**src/hcp_defines.svh**
```systemverilog
// Offsets, field positions, reset values and counts of the host-card port.
`ifndef HCP_DEFINES_SVH
`define HCP_DEFINES_SVH

// Host I/O block: sixteen byte addresses, offsets within the block.
`define HCP_H_CMD       4'h0
`define HCP_H_STATUS    4'h2
`define HCP_H_DATA      4'h4
`define HCP_H_CTRL      4'h6
`define HCP_H_AUX       4'h8

// Card-side APB byte addresses.
`define HCP_A_CMD       12'h000
`define HCP_A_STATUS    12'h004
`define HCP_A_DATA      12'h008
`define HCP_A_CTRL      12'h00c

// Host control fields.
`define HCP_HC_FLAG1    0
`define HCP_HC_FLAG2    1
`define HCP_HC_CMDIE    2
`define HCP_HC_DONEIE   3
`define HCP_HC_GATE     4
`define HCP_HC_FLUSH    5
`define HCP_HC_UPLOAD   6
`define HCP_HC_RESET    7'h00

// Card control fields.
`define HCP_CC_FLAG1    0
`define HCP_CC_CMDIE    3
`define HCP_CC_FLUSH    4
`define HCP_CC_RESET    5'h00

// FIFO size, pause spacing and pause length.
`define HCP_FIFO_WORDS  4'd10
`define HCP_FIFO_LAST   4'd9
`define HCP_PAUSE_LAST  4'd8
`define HCP_PAUSE_CYC   4'd1

`endif

```
**src/hcp_pkg.sv**
```systemverilog
// Types of the host-card port.
package hcp_pkg;

  // State of one mailbox direction.
  typedef struct packed {
    logic       full;
    logic [7:0] data;
  } hcp_mbox_type;

  // State of the ten-word FIFO store.
  typedef struct packed {
    logic [9:0][15:0] mem;
    logic [3:0]       wp;
    logic [3:0]       rp;
    logic [3:0]       cnt;
  } hcp_fifo_type;

  // State of the port top level.
  typedef struct packed {
    logic [6:0]  hctl;
    logic        pause_dis;
    logic [4:0]  cctl;
    logic        flush_prev;
    logic        byte_pend;
    logic [7:0]  byte_lo;
    logic        byte_phase;
    logic        done;
    logic [3:0]  xfer_cnt;
    logic [3:0]  pause_cnt;
    logic        drq;
    logic        drq_oe;
    logic        irq;
    logic        irq_oe;
    logic [15:0] hrdata;
    logic [31:0] prdata;
    logic        pready;
    logic        pslverr;
    logic        cdrq;
    logic        cirq;
  } hcp_top_type;

endpackage

```
**src/hcp_fifo_if.sv**
```systemverilog
// Connection between the port logic and its FIFO store.
`timescale 1ns/100ps
interface hcp_fifo_if;
  logic        push;
  logic        pop;
  logic        flush;
  logic [15:0] wdata;
  logic [15:0] rdata;
  logic [3:0]  cnt;
  logic        full;
  logic        empty;
  modport user  (output push, pop, flush, wdata, input rdata, cnt, full, empty);
  modport store (input push, pop, flush, wdata, output rdata, cnt, full, empty);
endinterface

```
**src/hcp_mailbox.sv**
```systemverilog
// One direction of the byte mailbox.
`timescale 1ns/100ps
`include "hcp_defines.svh"
module hcp_mailbox (
  input  wire logic       clk_in,
  input  wire logic       rst_in,
  input  wire logic       load_in,
  input  wire logic [7:0] data_in,
  input  wire logic       read_in,
  output logic            full_out,
  output logic [7:0]      data_out
);
  hcp_pkg::hcp_mbox_type s_r;
  hcp_pkg::hcp_mbox_type s_nxt;

  // A load into a full mailbox is dropped unless the reader empties it now.
  always_comb begin
    s_nxt = s_r;
    if (load_in && (!s_r.full || read_in)) begin
      s_nxt.data = data_in;
    end
    s_nxt.full = load_in | (s_r.full & ~read_in);
  end

  // State register.
  always_ff @(posedge clk_in) begin
    if (rst_in) begin
      s_r <= '0;
    end else begin
      s_r <= s_nxt;
    end
  end

  assign full_out = s_r.full;
  assign data_out = s_r.data;
endmodule

```
**src/hcp_fifo.sv**
```systemverilog
// Ten-word FIFO store with flush of the ready state.
`timescale 1ns/100ps
`include "hcp_defines.svh"
module hcp_fifo (
  input  wire logic   clk_in,
  input  wire logic   rst_in,
  hcp_fifo_if.store   f
);
  hcp_pkg::hcp_fifo_type s_r;
  hcp_pkg::hcp_fifo_type s_nxt;
  logic                  do_push;
  logic                  do_pop;

  // Flush moves the read pointer onto the write pointer and keeps the words.
  always_comb begin
    s_nxt   = s_r;
    do_push = f.push && (s_r.cnt != `HCP_FIFO_WORDS);
    do_pop  = f.pop && (s_r.cnt != 4'd0);
    if (f.flush) begin
      s_nxt.rp  = s_r.wp;
      s_nxt.cnt = 4'd0;
    end else begin
      if (do_push) begin
        s_nxt.mem[s_r.wp] = f.wdata;
        s_nxt.wp = (s_r.wp == `HCP_FIFO_LAST) ? 4'd0 : 4'(s_r.wp + 4'd1);
      end
      if (do_pop) begin
        s_nxt.rp = (s_r.rp == `HCP_FIFO_LAST) ? 4'd0 : 4'(s_r.rp + 4'd1);
      end
      s_nxt.cnt = 4'(s_r.cnt + {3'd0, do_push} - {3'd0, do_pop});
    end
  end

  // State register.
  always_ff @(posedge clk_in) begin
    if (rst_in) begin
      s_r <= '0;
    end else begin
      s_r <= s_nxt;
    end
  end

  assign f.rdata = s_r.mem[s_r.rp];
  assign f.cnt   = s_r.cnt;
  assign f.full  = (s_r.cnt == `HCP_FIFO_WORDS);
  assign f.empty = (s_r.cnt == 4'd0);
endmodule

```
**src/hcp_port.sv**
```systemverilog
// Host-card port: byte mailbox, data FIFO, DMA requests and status flags.
//
// Decided for this implementation: the register addresses and the APB slave port.
`timescale 1ns/100ps
`include "hcp_defines.svh"

module hcp_port (
  input  wire logic        clk_in,
  input  wire logic        rst_in,
  input  wire logic [9:0]  host_addr_in,
  input  wire logic [5:0]  host_base_in,
  input  wire logic        host_wr_in,
  input  wire logic        host_rd_in,
  input  wire logic [15:0] host_wdata_in,
  input  wire logic        slot16_in,
  input  wire logic        host_dack_in,
  input  wire logic        host_tc_in,
  output logic      [15:0] host_rdata_out,
  output logic             host_drq_out,
  output logic             host_drq_oe_out,
  output logic             host_irq_out,
  output logic             host_irq_oe_out,
  input  wire logic        psel_in,
  input  wire logic        penable_in,
  input  wire logic        pwrite_in,
  input  wire logic [11:0] paddr_in,
  input  wire logic [31:0] pwdata_in,
  output logic      [31:0] prdata_out,
  output logic             pready_out,
  output logic             pslverr_out,
  output logic             card_drq_out,
  output logic             card_cmd_irq_out
);
  hcp_pkg::hcp_top_type s_r;
  hcp_pkg::hcp_top_type s_nxt;
  hcp_fifo_if           fif ();

  logic       h2c_full;
  logic [7:0] h2c_data;
  logic       c2h_full;
  logic [7:0] c2h_data;
  logic       hsel;
  logic       hw;
  logic       hr;
  logic       upload;
  logic       gate;
  logic       host_ready;
  logic       card_ready;
  logic       xfer;
  logic       hdata_wr;
  logic       hdata_rd;
  logic       setup;
  logic       acc;
  logic       flush_fall;
  logic       host_push;
  logic       host_pop;
  logic       card_push;
  logic       card_pop;
  logic [7:0] host_status;
  logic [7:0] card_status;

  // Host address decode within the jumpered sixteen-byte block.
  assign hsel = (host_addr_in[9:4] == host_base_in);
  assign hw   = host_wr_in & hsel;
  assign hr   = host_rd_in & hsel;

  // Direction and gate come straight from the host control register.
  assign upload = s_r.hctl[`HCP_HC_UPLOAD];
  assign gate   = s_r.hctl[`HCP_HC_GATE];

  // Ready flags swap meaning with the transfer direction.
  assign host_ready = upload ? ~fif.empty : ~fif.full;
  assign card_ready = upload ? ~fif.full : ~fif.empty;

  // A DMA acknowledge counts only while the gate is open.
  assign xfer     = host_dack_in & gate;
  assign hdata_wr = (hw && host_addr_in[3:0] == `HCP_H_DATA) || (xfer && !upload);
  assign hdata_rd = (hr && host_addr_in[3:0] == `HCP_H_DATA) || (xfer && upload);

  // APB phases; the slave answers in the first access cycle.
  assign setup = psel_in & ~penable_in;
  assign acc   = psel_in & penable_in & s_r.pready;

  // Falling edge of the OR of both sides' flush bits.
  assign flush_fall = s_r.flush_prev &
                      ~(s_r.hctl[`HCP_HC_FLUSH] | s_r.cctl[`HCP_CC_FLUSH]);

  // FIFO movements; a full push or empty pop is turned away.
  assign host_push = hdata_wr & ~upload & ~fif.full;
  assign host_pop  = hdata_rd & upload & ~fif.empty;
  assign card_push = acc & pwrite_in & (paddr_in == `HCP_A_DATA) & upload & ~fif.full;
  assign card_pop  = acc & ~pwrite_in & (paddr_in == `HCP_A_DATA) & ~upload & ~fif.empty;

  // Status views; both carry mailbox state and the direction.
  assign host_status = {s_r.cctl[2:0], s_r.done, upload, host_ready, ~h2c_full,
                        c2h_full};
  assign card_status = {2'b00, s_r.hctl[1:0], upload, card_ready, ~c2h_full,
                        h2c_full};

  // Host to card mailbox path.
  hcp_mailbox u_h2c (
    .clk_in   (clk_in),
    .rst_in   (rst_in),
    .load_in  (hw && host_addr_in[3:0] == `HCP_H_CMD),
    .data_in  (host_wdata_in[7:0]),
    .read_in  (acc && !pwrite_in && paddr_in == `HCP_A_CMD),
    .full_out (h2c_full),
    .data_out (h2c_data)
  );

  // Card to host mailbox path.
  hcp_mailbox u_c2h (
    .clk_in   (clk_in),
    .rst_in   (rst_in),
    .load_in  (acc && pwrite_in && paddr_in == `HCP_A_CMD),
    .data_in  (pwdata_in[7:0]),
    .read_in  (hr && host_addr_in[3:0] == `HCP_H_CMD),
    .full_out (c2h_full),
    .data_out (c2h_data)
  );

  // Shared word store; only one side pushes in each direction.
  hcp_fifo u_fifo (
    .clk_in (clk_in),
    .rst_in (rst_in),
    .f      (fif)
  );

  // FIFO drive. In byte mode a word is pushed only when its pair is complete.
  always_comb begin
    fif.flush = flush_fall;
    fif.push  = card_push | (host_push & (slot16_in | s_r.byte_pend));
    fif.pop   = card_pop | (host_pop & (slot16_in | s_r.byte_phase));
    if (card_push) begin
      fif.wdata = pwdata_in[15:0];
    end else if (slot16_in) begin
      fif.wdata = host_wdata_in;
    end else begin
      fif.wdata = {host_wdata_in[7:0], s_r.byte_lo};
    end
  end

  // Next-state logic of the whole port.
  always_comb begin
    s_nxt = s_r;
    s_nxt.flush_prev = s_r.hctl[`HCP_HC_FLUSH] | s_r.cctl[`HCP_CC_FLUSH];

    // Host register writes.
    if (hw && host_addr_in[3:0] == `HCP_H_CTRL) begin
      s_nxt.hctl = host_wdata_in[6:0];
    end
    if (hw && host_addr_in[3:0] == `HCP_H_AUX) begin
      s_nxt.pause_dis = host_wdata_in[0];
    end

    // Byte packing of an eight-bit host download; first byte is the low half.
    if (host_push && !slot16_in) begin
      s_nxt.byte_lo   = host_wdata_in[7:0];
      s_nxt.byte_pend = ~s_r.byte_pend;
    end

    // Host reads are answered on the next cycle.
    if (hr || host_pop) begin
      s_nxt.hrdata = 16'h0000;
      unique case (host_addr_in[3:0])
        `HCP_H_CMD:    s_nxt.hrdata = {8'h00, c2h_data};
        `HCP_H_STATUS: s_nxt.hrdata = {8'h00, host_status};
        `HCP_H_CTRL:   s_nxt.hrdata = {9'h000, s_r.hctl};
        `HCP_H_AUX:    s_nxt.hrdata = {15'h0000, s_r.pause_dis};
        default:       s_nxt.hrdata = 16'h0000;
      endcase
    end
    if (host_pop) begin
      if (slot16_in) begin
        s_nxt.hrdata = fif.rdata;
      end else begin
        s_nxt.hrdata = {8'h00, s_r.byte_phase ? fif.rdata[15:8] : fif.rdata[7:0]};
        s_nxt.byte_phase = ~s_r.byte_phase;
      end
    end

    // A flush also drops any half word in flight.
    if (flush_fall) begin
      s_nxt.byte_pend  = 1'b0;
      s_nxt.byte_phase = 1'b0;
    end

    // DMA done is set by terminal count and held only while the gate is open.
    s_nxt.done = gate & (s_r.done | (xfer & host_tc_in));

    // Nine-transfer pause counter.
    if (s_r.pause_cnt != 4'd0) begin
      s_nxt.pause_cnt = 4'(s_r.pause_cnt - 4'd1);
    end
    if (!gate || s_r.pause_dis) begin
      s_nxt.xfer_cnt = 4'd0;
    end else if (xfer) begin
      if (s_r.xfer_cnt == `HCP_PAUSE_LAST) begin
        s_nxt.xfer_cnt  = 4'd0;
        s_nxt.pause_cnt = `HCP_PAUSE_CYC;
      end else begin
        s_nxt.xfer_cnt = 4'(s_r.xfer_cnt + 4'd1);
      end
    end

    // Host request: gated, stopped by done, stall or pause.
    s_nxt.drq    = gate & ~s_nxt.done & host_ready & (s_nxt.pause_cnt == 4'd0);
    s_nxt.drq_oe = gate;

    // Host interrupt line floats when both sources are disabled.
    s_nxt.irq = (s_nxt.done & s_r.hctl[`HCP_HC_DONEIE]) |
                (c2h_full & s_r.hctl[`HCP_HC_CMDIE]);
    s_nxt.irq_oe = s_r.hctl[`HCP_HC_DONEIE] | s_r.hctl[`HCP_HC_CMDIE];

    // Card-side outputs are always driven.
    s_nxt.cdrq = card_ready;
    s_nxt.cirq = h2c_full & s_r.cctl[`HCP_CC_CMDIE];

    // APB slave: answer ready in the access cycle, error on unmapped addresses.
    s_nxt.pready  = setup;
    s_nxt.pslverr = setup && paddr_in != `HCP_A_CMD && paddr_in != `HCP_A_STATUS &&
                    paddr_in != `HCP_A_DATA && paddr_in != `HCP_A_CTRL;
    if (setup && !pwrite_in) begin
      unique case (paddr_in)
        `HCP_A_CMD:    s_nxt.prdata = {24'h000000, h2c_data};
        `HCP_A_STATUS: s_nxt.prdata = {24'h000000, card_status};
        `HCP_A_DATA:   s_nxt.prdata = {16'h0000, fif.rdata};
        `HCP_A_CTRL:   s_nxt.prdata = {27'h0000000, s_r.cctl};
        default:       s_nxt.prdata = 32'h00000000;
      endcase
    end
    if (acc && pwrite_in && paddr_in == `HCP_A_CTRL) begin
      s_nxt.cctl = pwdata_in[4:0];
    end
  end

  // State register; reset clears controls and empties both paths.
  always_ff @(posedge clk_in) begin
    if (rst_in) begin
      s_r <= '0;
    end else begin
      s_r <= s_nxt;
    end
  end

  // Outputs straight from the state register.
  assign host_rdata_out   = s_r.hrdata;
  assign host_drq_out     = s_r.drq;
  assign host_drq_oe_out  = s_r.drq_oe;
  assign host_irq_out     = s_r.irq;
  assign host_irq_oe_out  = s_r.irq_oe;
  assign prdata_out       = s_r.prdata;
  assign pready_out       = s_r.pready;
  assign pslverr_out      = s_r.pslverr;
  assign card_drq_out     = s_r.cdrq;
  assign card_cmd_irq_out = s_r.cirq;
endmodule

```
**config.mk**
```make
export PLATFORM = sky130hd
export DESIGN_NAME = hcp_port
export DESIGN_NICKNAME = d
export VERILOG_FILES = /design/src/hcp_pkg.sv /design/src/hcp_fifo_if.sv /design/src/hcp_mailbox.sv /design/src/hcp_fifo.sv /design/src/hcp_port.sv
export VERILOG_INCLUDE_DIRS = /design/src /design/src/src
export SDC_FILE = /design/constraint.sdc
export NUM_CORES = 1
export LEC_CHECK = 0
export BUFFER_PORTS_ARGS = -buffer_cell sky130_fd_sc_hd__buf_2
export CAP_MARGIN = 40
export CELL_PAD_IN_SITES_DETAIL_PLACEMENT = 1
export CELL_PAD_IN_SITES_GLOBAL_PLACEMENT = 1
export CORE_AREA = 2 2 157 174
export CTS_CLUSTER_DIAMETER = 50
export DETAILED_ROUTE_END_ITERATION = 12
export DIE_AREA = 0 0 159 176
export PLACE_DENSITY_LB_ADDON = 0.3
export SLEW_MARGIN = 20
export SYNTH_ARGS = -nofsm -noshare
export SYNTH_HDL_FRONTEND = slang
export SYNTH_HIERARCHICAL = 1
export SYNTH_SLANG_ARGS = --single-unit
export TNS_END_PERCENT = 30
```
**constraint.sdc**
```tcl
create_clock -name clk_in -period 6.6 [get_ports clk_in]
set_input_delay 0.66 -clock clk_in [delete_from_list [all_inputs] [get_ports clk_in]]
set_output_delay 0.66 -clock clk_in [all_outputs]
set_load 0.1 [all_outputs]
```
* Word-level counts from Yosys, hierarchy flattened *
Index checks and enable logic that the tools add are counted.

word-level totals
  bits of input ports = 86
  flip-flop bits (word level) = 279
  output and inout port bits = 56
  logic and storage cells = 191

cells by class
  multiplexer cells = 24
  reductions and logical operators = 49
  $lt $le $gt $ge = 3
  eq/ne operators = 16
  $add $sub $neg = 6
  bitwise logic cells = 56

operators by type and width
  kind                 count
  $bwmux 160           1
  $mux 16              7
  $bmux 16 s4          1
  $demux 16 s4         1
  $pmux 16 s4          1
  $mux 4               8
  $pmux 8 s4           1
  $and 1x1->1          31
  $eq 12x4->1 const B  2
  $logic_and 1x1->1    24
  $ne 12x4->1 const B  2
  $eq 4x4->1 const B   5
  $mux 8               2
  $not 1->1            15
  $add 4x1->4 const B  3
  $eq 12x3->1 const B  1
  $logic_not 12->1     1
  $logic_not 4->1      3
  $ne 12x3->1 const B  1
  $reduce_bool 12->1   1
  $lt 4x5->1 const B   2
  $or 1x1->1           10
  $eq 4x3->1 const B   2
  $reduce_bool 4->1    2
  13 further kinds     27

* Depth between registers and ports, before layout *
  depth after elaboration = 12
  gate-level depth with buffers = 17
  gate-level depth less buffers = 15

* By module *
Netlist, hierarchy kept.

modules (own cells, without submodules)
  module       times used  cells each  seq. area each (µm²)  area each (µm²)
  hcp_fifo     1           837         3443.3                7658.6
  hcp_port     1           482         1461.4                4167.7
  hcp_mailbox  2           39          180.2                 406.6

* Worst setup path after synthesis *
Ideal clock, no wire load.

  path kind = reg2reg
  from = register s_r (netlist bit pready_out)
  to = register u_fifo.s_r (netlist bit u_fifo/f.cnt[2])
  stages on the path, launching flop included = 14
  data arrival time = 3.549 ns
  setup slack = 2.973 ns
  path buffers = 2
  clock period less this slack = 3.627 ns
  setup time = 0.078 ns
  data required time = 6.522 ns
  cell sequence = dfxtp_1 nand4_1 or4_1 clkbuf_1 clkbuf_1 o41ai_1 nand2_1 ha_1 inv_1 ha_1 inv_1 fa_1 xor2_1 nor3_1

between the ends
  longest elaborated chain between the ends = 9
  elaborated cells on any way between the ends = 15
  those cells by class = 2 x add/sub; 11 x bitwise; 2 x reduce/logical

RTL lines
  element                   RTL line          source
  start, declared           hcp_port.sv:34    hcp_pkg::hcp_top_type s_r;
  start signal, assigned    hcp_port.sv:242   s_r <= s_nxt;
  $and 1x1->1               hcp_port.sv:82    assign acc = psel_in & penable_in & s_r.pready;
  $and 1x1->1 (4 in a row)  hcp_port.sv:91    assign card_push = acc & pwrite_in & (paddr_in == `HCP_A_DATA) & upload & ~fif.full;
  $or 1x1->1                hcp_port.sv:132   fif.push = card_push | (host_push & (slot16_in | s_r.byte_pend));
  net fif.push              hcp_fifo_if.sv:4  logic push;
  $logic_and 1x1->1         hcp_fifo.sv:17    do_push = f.push && (s_r.cnt != `HCP_FIFO_WORDS);
  $add 4x1->4               hcp_fifo.sv:30    s_nxt.cnt = 4'(s_r.cnt + {3'd0, do_push} - {3'd0, do_pop});
  $sub 4x1->4               hcp_fifo.sv:30
  end signal, assigned      hcp_fifo.sv:39    s_r <= s_nxt;
  end, declared             hcp_fifo.sv:9     hcp_pkg::hcp_fifo_type s_r;

The timed path passes the listed nets, and every way through them passes these cells.
A chain may end at the register's enable or synchronous reset.

* Final worst setup path *
  from = register u_fifo.s_r (netlist bit u_fifo/f.cnt[2])
  to = register u_fifo/s_r[32] (netlist name)

between the ends
  longest elaborated chain between the ends = 7
  elaborated cells on any way between the ends = 11
  those cells by class = 2 x eq/ne; 2 x mux; 5 x bitwise; 2 x reduce/logical

RTL lines
  element                         RTL line                        source
  $eq 4x4->1 (no line) (*)        --
  net fif.full                    hcp_fifo_if.sv:10               logic full;
  $not 1->1 (*)                   hcp_port.sv:89, hcp_port.sv:91
  $and 1x1->1                     hcp_port.sv:89                  assign host_push = hdata_wr & ~upload & ~fif.full;
  $and 1x1->1                     hcp_port.sv:132
  $or 1x1->1 (*)                  hcp_port.sv:132
  net fif.push                    hcp_fifo_if.sv:4
  $logic_and 1x1->1 (*)           hcp_fifo.sv:17
  $reduce_and 2->1 (no line) (*)  --

Mark *: on every way through the listed nets, which the timed path passes. The rest lies on a longest branch.

==> flow_summary.toml <==
[run_status]
status = "complete, no violations"

[cts]
cts_tree = "yes"
clkTransAtPathRegs_ns = 0.05
cts_setup_buffers = 0
cts_buffers = 35
insertion_delay_ns = 0.51
clock_path_buffers = 3
root_buffer = "clkbuf_16"
htree_levels = 2
postCtsHoldBufs = 0
ctsResizeCount = 0
cts_sinks = 263

[cells_and_area]
stdcell_count = 1812
seq_area_um2 = 5269
fin_util_pct = 54.81
area_growth_pct = 13.29
drive_gt1_share_pct = 17.95
multi_input_area_um2 = 6447
layout.nets = 1534
diodes = 0
fillerInstances = 3019

[global_routing]
grt_max_degree = 108
grt.overflow.total = 0
grt_usage_pct = 27.70
grt_pass1_wl_um = 61300
grt_pass1_vias = 11040
antenna_found_initial = 0

[route]
dr.first_iter.drc_count = 641
routed-wl-met3_um = 1792
dr.pass1.iters = 5
wl_um = 39160
vias_per_cell = 5.781
wl_per_cell_um = 21.61
highest-signal-layer = "met4"
drtAntennaViolNets = 0
met1_length_um = 16120
num_vias = 10480
route.detailed.drc = 0
wl_met2_um = 19740

[worst_setup_path]
critPathKind = "reg -> reg"
path_max_fanout = 33
arrival_ns = 4.45
cpMaxStageDelayCell = "and3_1"
cp-start-kind = "flip-flop"
critPathCaptureType = "flip-flop"
max_stage_delay_ns = 0.78
crit_chain = "inv_1, ha_1, nand3b_2, inv_1, nand2b_1, or4_1, buf_4, o41ai_1, buf_4, and3b_1, and3_1, nand2_1, a21oi_1"
cp.required_ns = 7.02

[die]
start_util_pct = 48.38
die_y_um = 176
io_pins = 142
design.die.area_um2 = 27980
die_w_um = 159
std_cell_rows = 62
coreArea_um2 = 26070

[logic_synthesis]
yosysWarnings = 6
synth_cells = 1393
synthesis.area_um2 = 12610
avgSynthCellArea_um2 = 9.052

[timing]
hold_slack_ns = 0.4505
fin_ws_ns = 2.573
setup_tns_ns = 0
max_slew_margin_pct = 39.86
final_max_slew_viol_count = 0
worstMarginPinSlew_ns = 0.8927
post-route-min-period_ns = 4.027
hold_violations = 0
fmax_ghz = 0.2484
fin_crit_sh_pct = 61.01
setup_viol = 0
rsz0062_at_grt = "false"
fin_skew_ns = 0.01090

[job]
maxCapViolCount = 0

[power]
peakVddDrop_v = 0.0001756
p_per_area_nw_per_um2 = 259.1
p_leak_nw = 5.609

[placed_design]
dp_cells = 1746
port_buffers = 109
dpl.hpwl_um = 26460
place_ws_ns = 2.584
gp_congestion = 0.8675

[min_path]
worstHoldPathType = "in -> reg"
path summary, 6_finish.rpt:
kind,startpoint,endpoint,slack (ns),cells after the start
worst min register to register,u_fifo/s_r[38],u_fifo/s_r[38],0.45,2
worst max-delay path,u_fifo/f.cnt[2],u_fifo/s_r[32],2.57,13
worst max register to register,u_fifo/f.cnt[2],u_fifo/s_r[32],2.57,13
worst min-delay path,psel_in,pready_out,0.45,3
state kept, by name, indices dropped and copies added, names as in the netlist, 3 cells and up:
| register | count |
|---|---|
| card_status | 3 |
| host_rdata_out | 16 |
| host_status | 4 |
| prdata_out | 16 |
| s_r | 25 |
| u_c2h/data_out | 8 |
| u_fifo/f.cnt | 4 |
| u_fifo/s_r | 168 |
| u_h2c/data_out | 8 |
routing by layer:
metal / up-vias / track usage, %
met5: - / 0
met4: 0 / 11.63
met3: 87 / 4.228
met2: 295 / 50.02
met1: 5236 / 32.91
li1: 4858 / -
area by class of cell:
class | count | area share, %
clock buffer | 47 | 6.884
clock inverter | 12 | 0.9109
timing repair buffer | 151 | 6.630
tap | 352 | 3.083
sequential | 263 | 36.88
multi-input combinational | 969 | 45.13
inverter | 18 | 0.4730
critical path: cells and delay by family (launching register included):
kind | cells | cell delay (ns)
buf+inv | 4 | 0.87
flops | 1 | 0.30
compound gates | 2 | 0.30
simple gates | 6 | 2.22
fa+ha+maj | 1 | 0.22
power by group:
part           switching [W]  total [W]  internal (W)
logic               0.000179   0.000263     0.0000831
registers          0.0000119    0.00161       0.00160
clock network       0.000704    0.00183       0.00113
through the flow:
step           power (W)  area (µm²)
2_1_floorplan   0.001830       12670
3_3_place_gp    0.001887       12900
3_5_place_dp    0.001898       13090
4_1_cts         0.003729       14200
5_1_grt         0.003824       14290
6_report        0.003701       14290
cell usage in the layout (no fill, tap or decap), drive strengths merged, types with 10 or more instances in the layout:
cell,count
a21oi,146
a22o,13
a22oi,25
buf,146
clkbuf,52
conb,16
dfxtp,263
inv,19
mux2i,141
mux4,35
nand2,210
nand2b,39
nand3,15
nand4,11
nor2,140
nor2b,10
nor3,15
nor3b,14
nor4,14
o21ai,30
xor2,10
No activity file was read; power rests on OpenSTA's default activity.
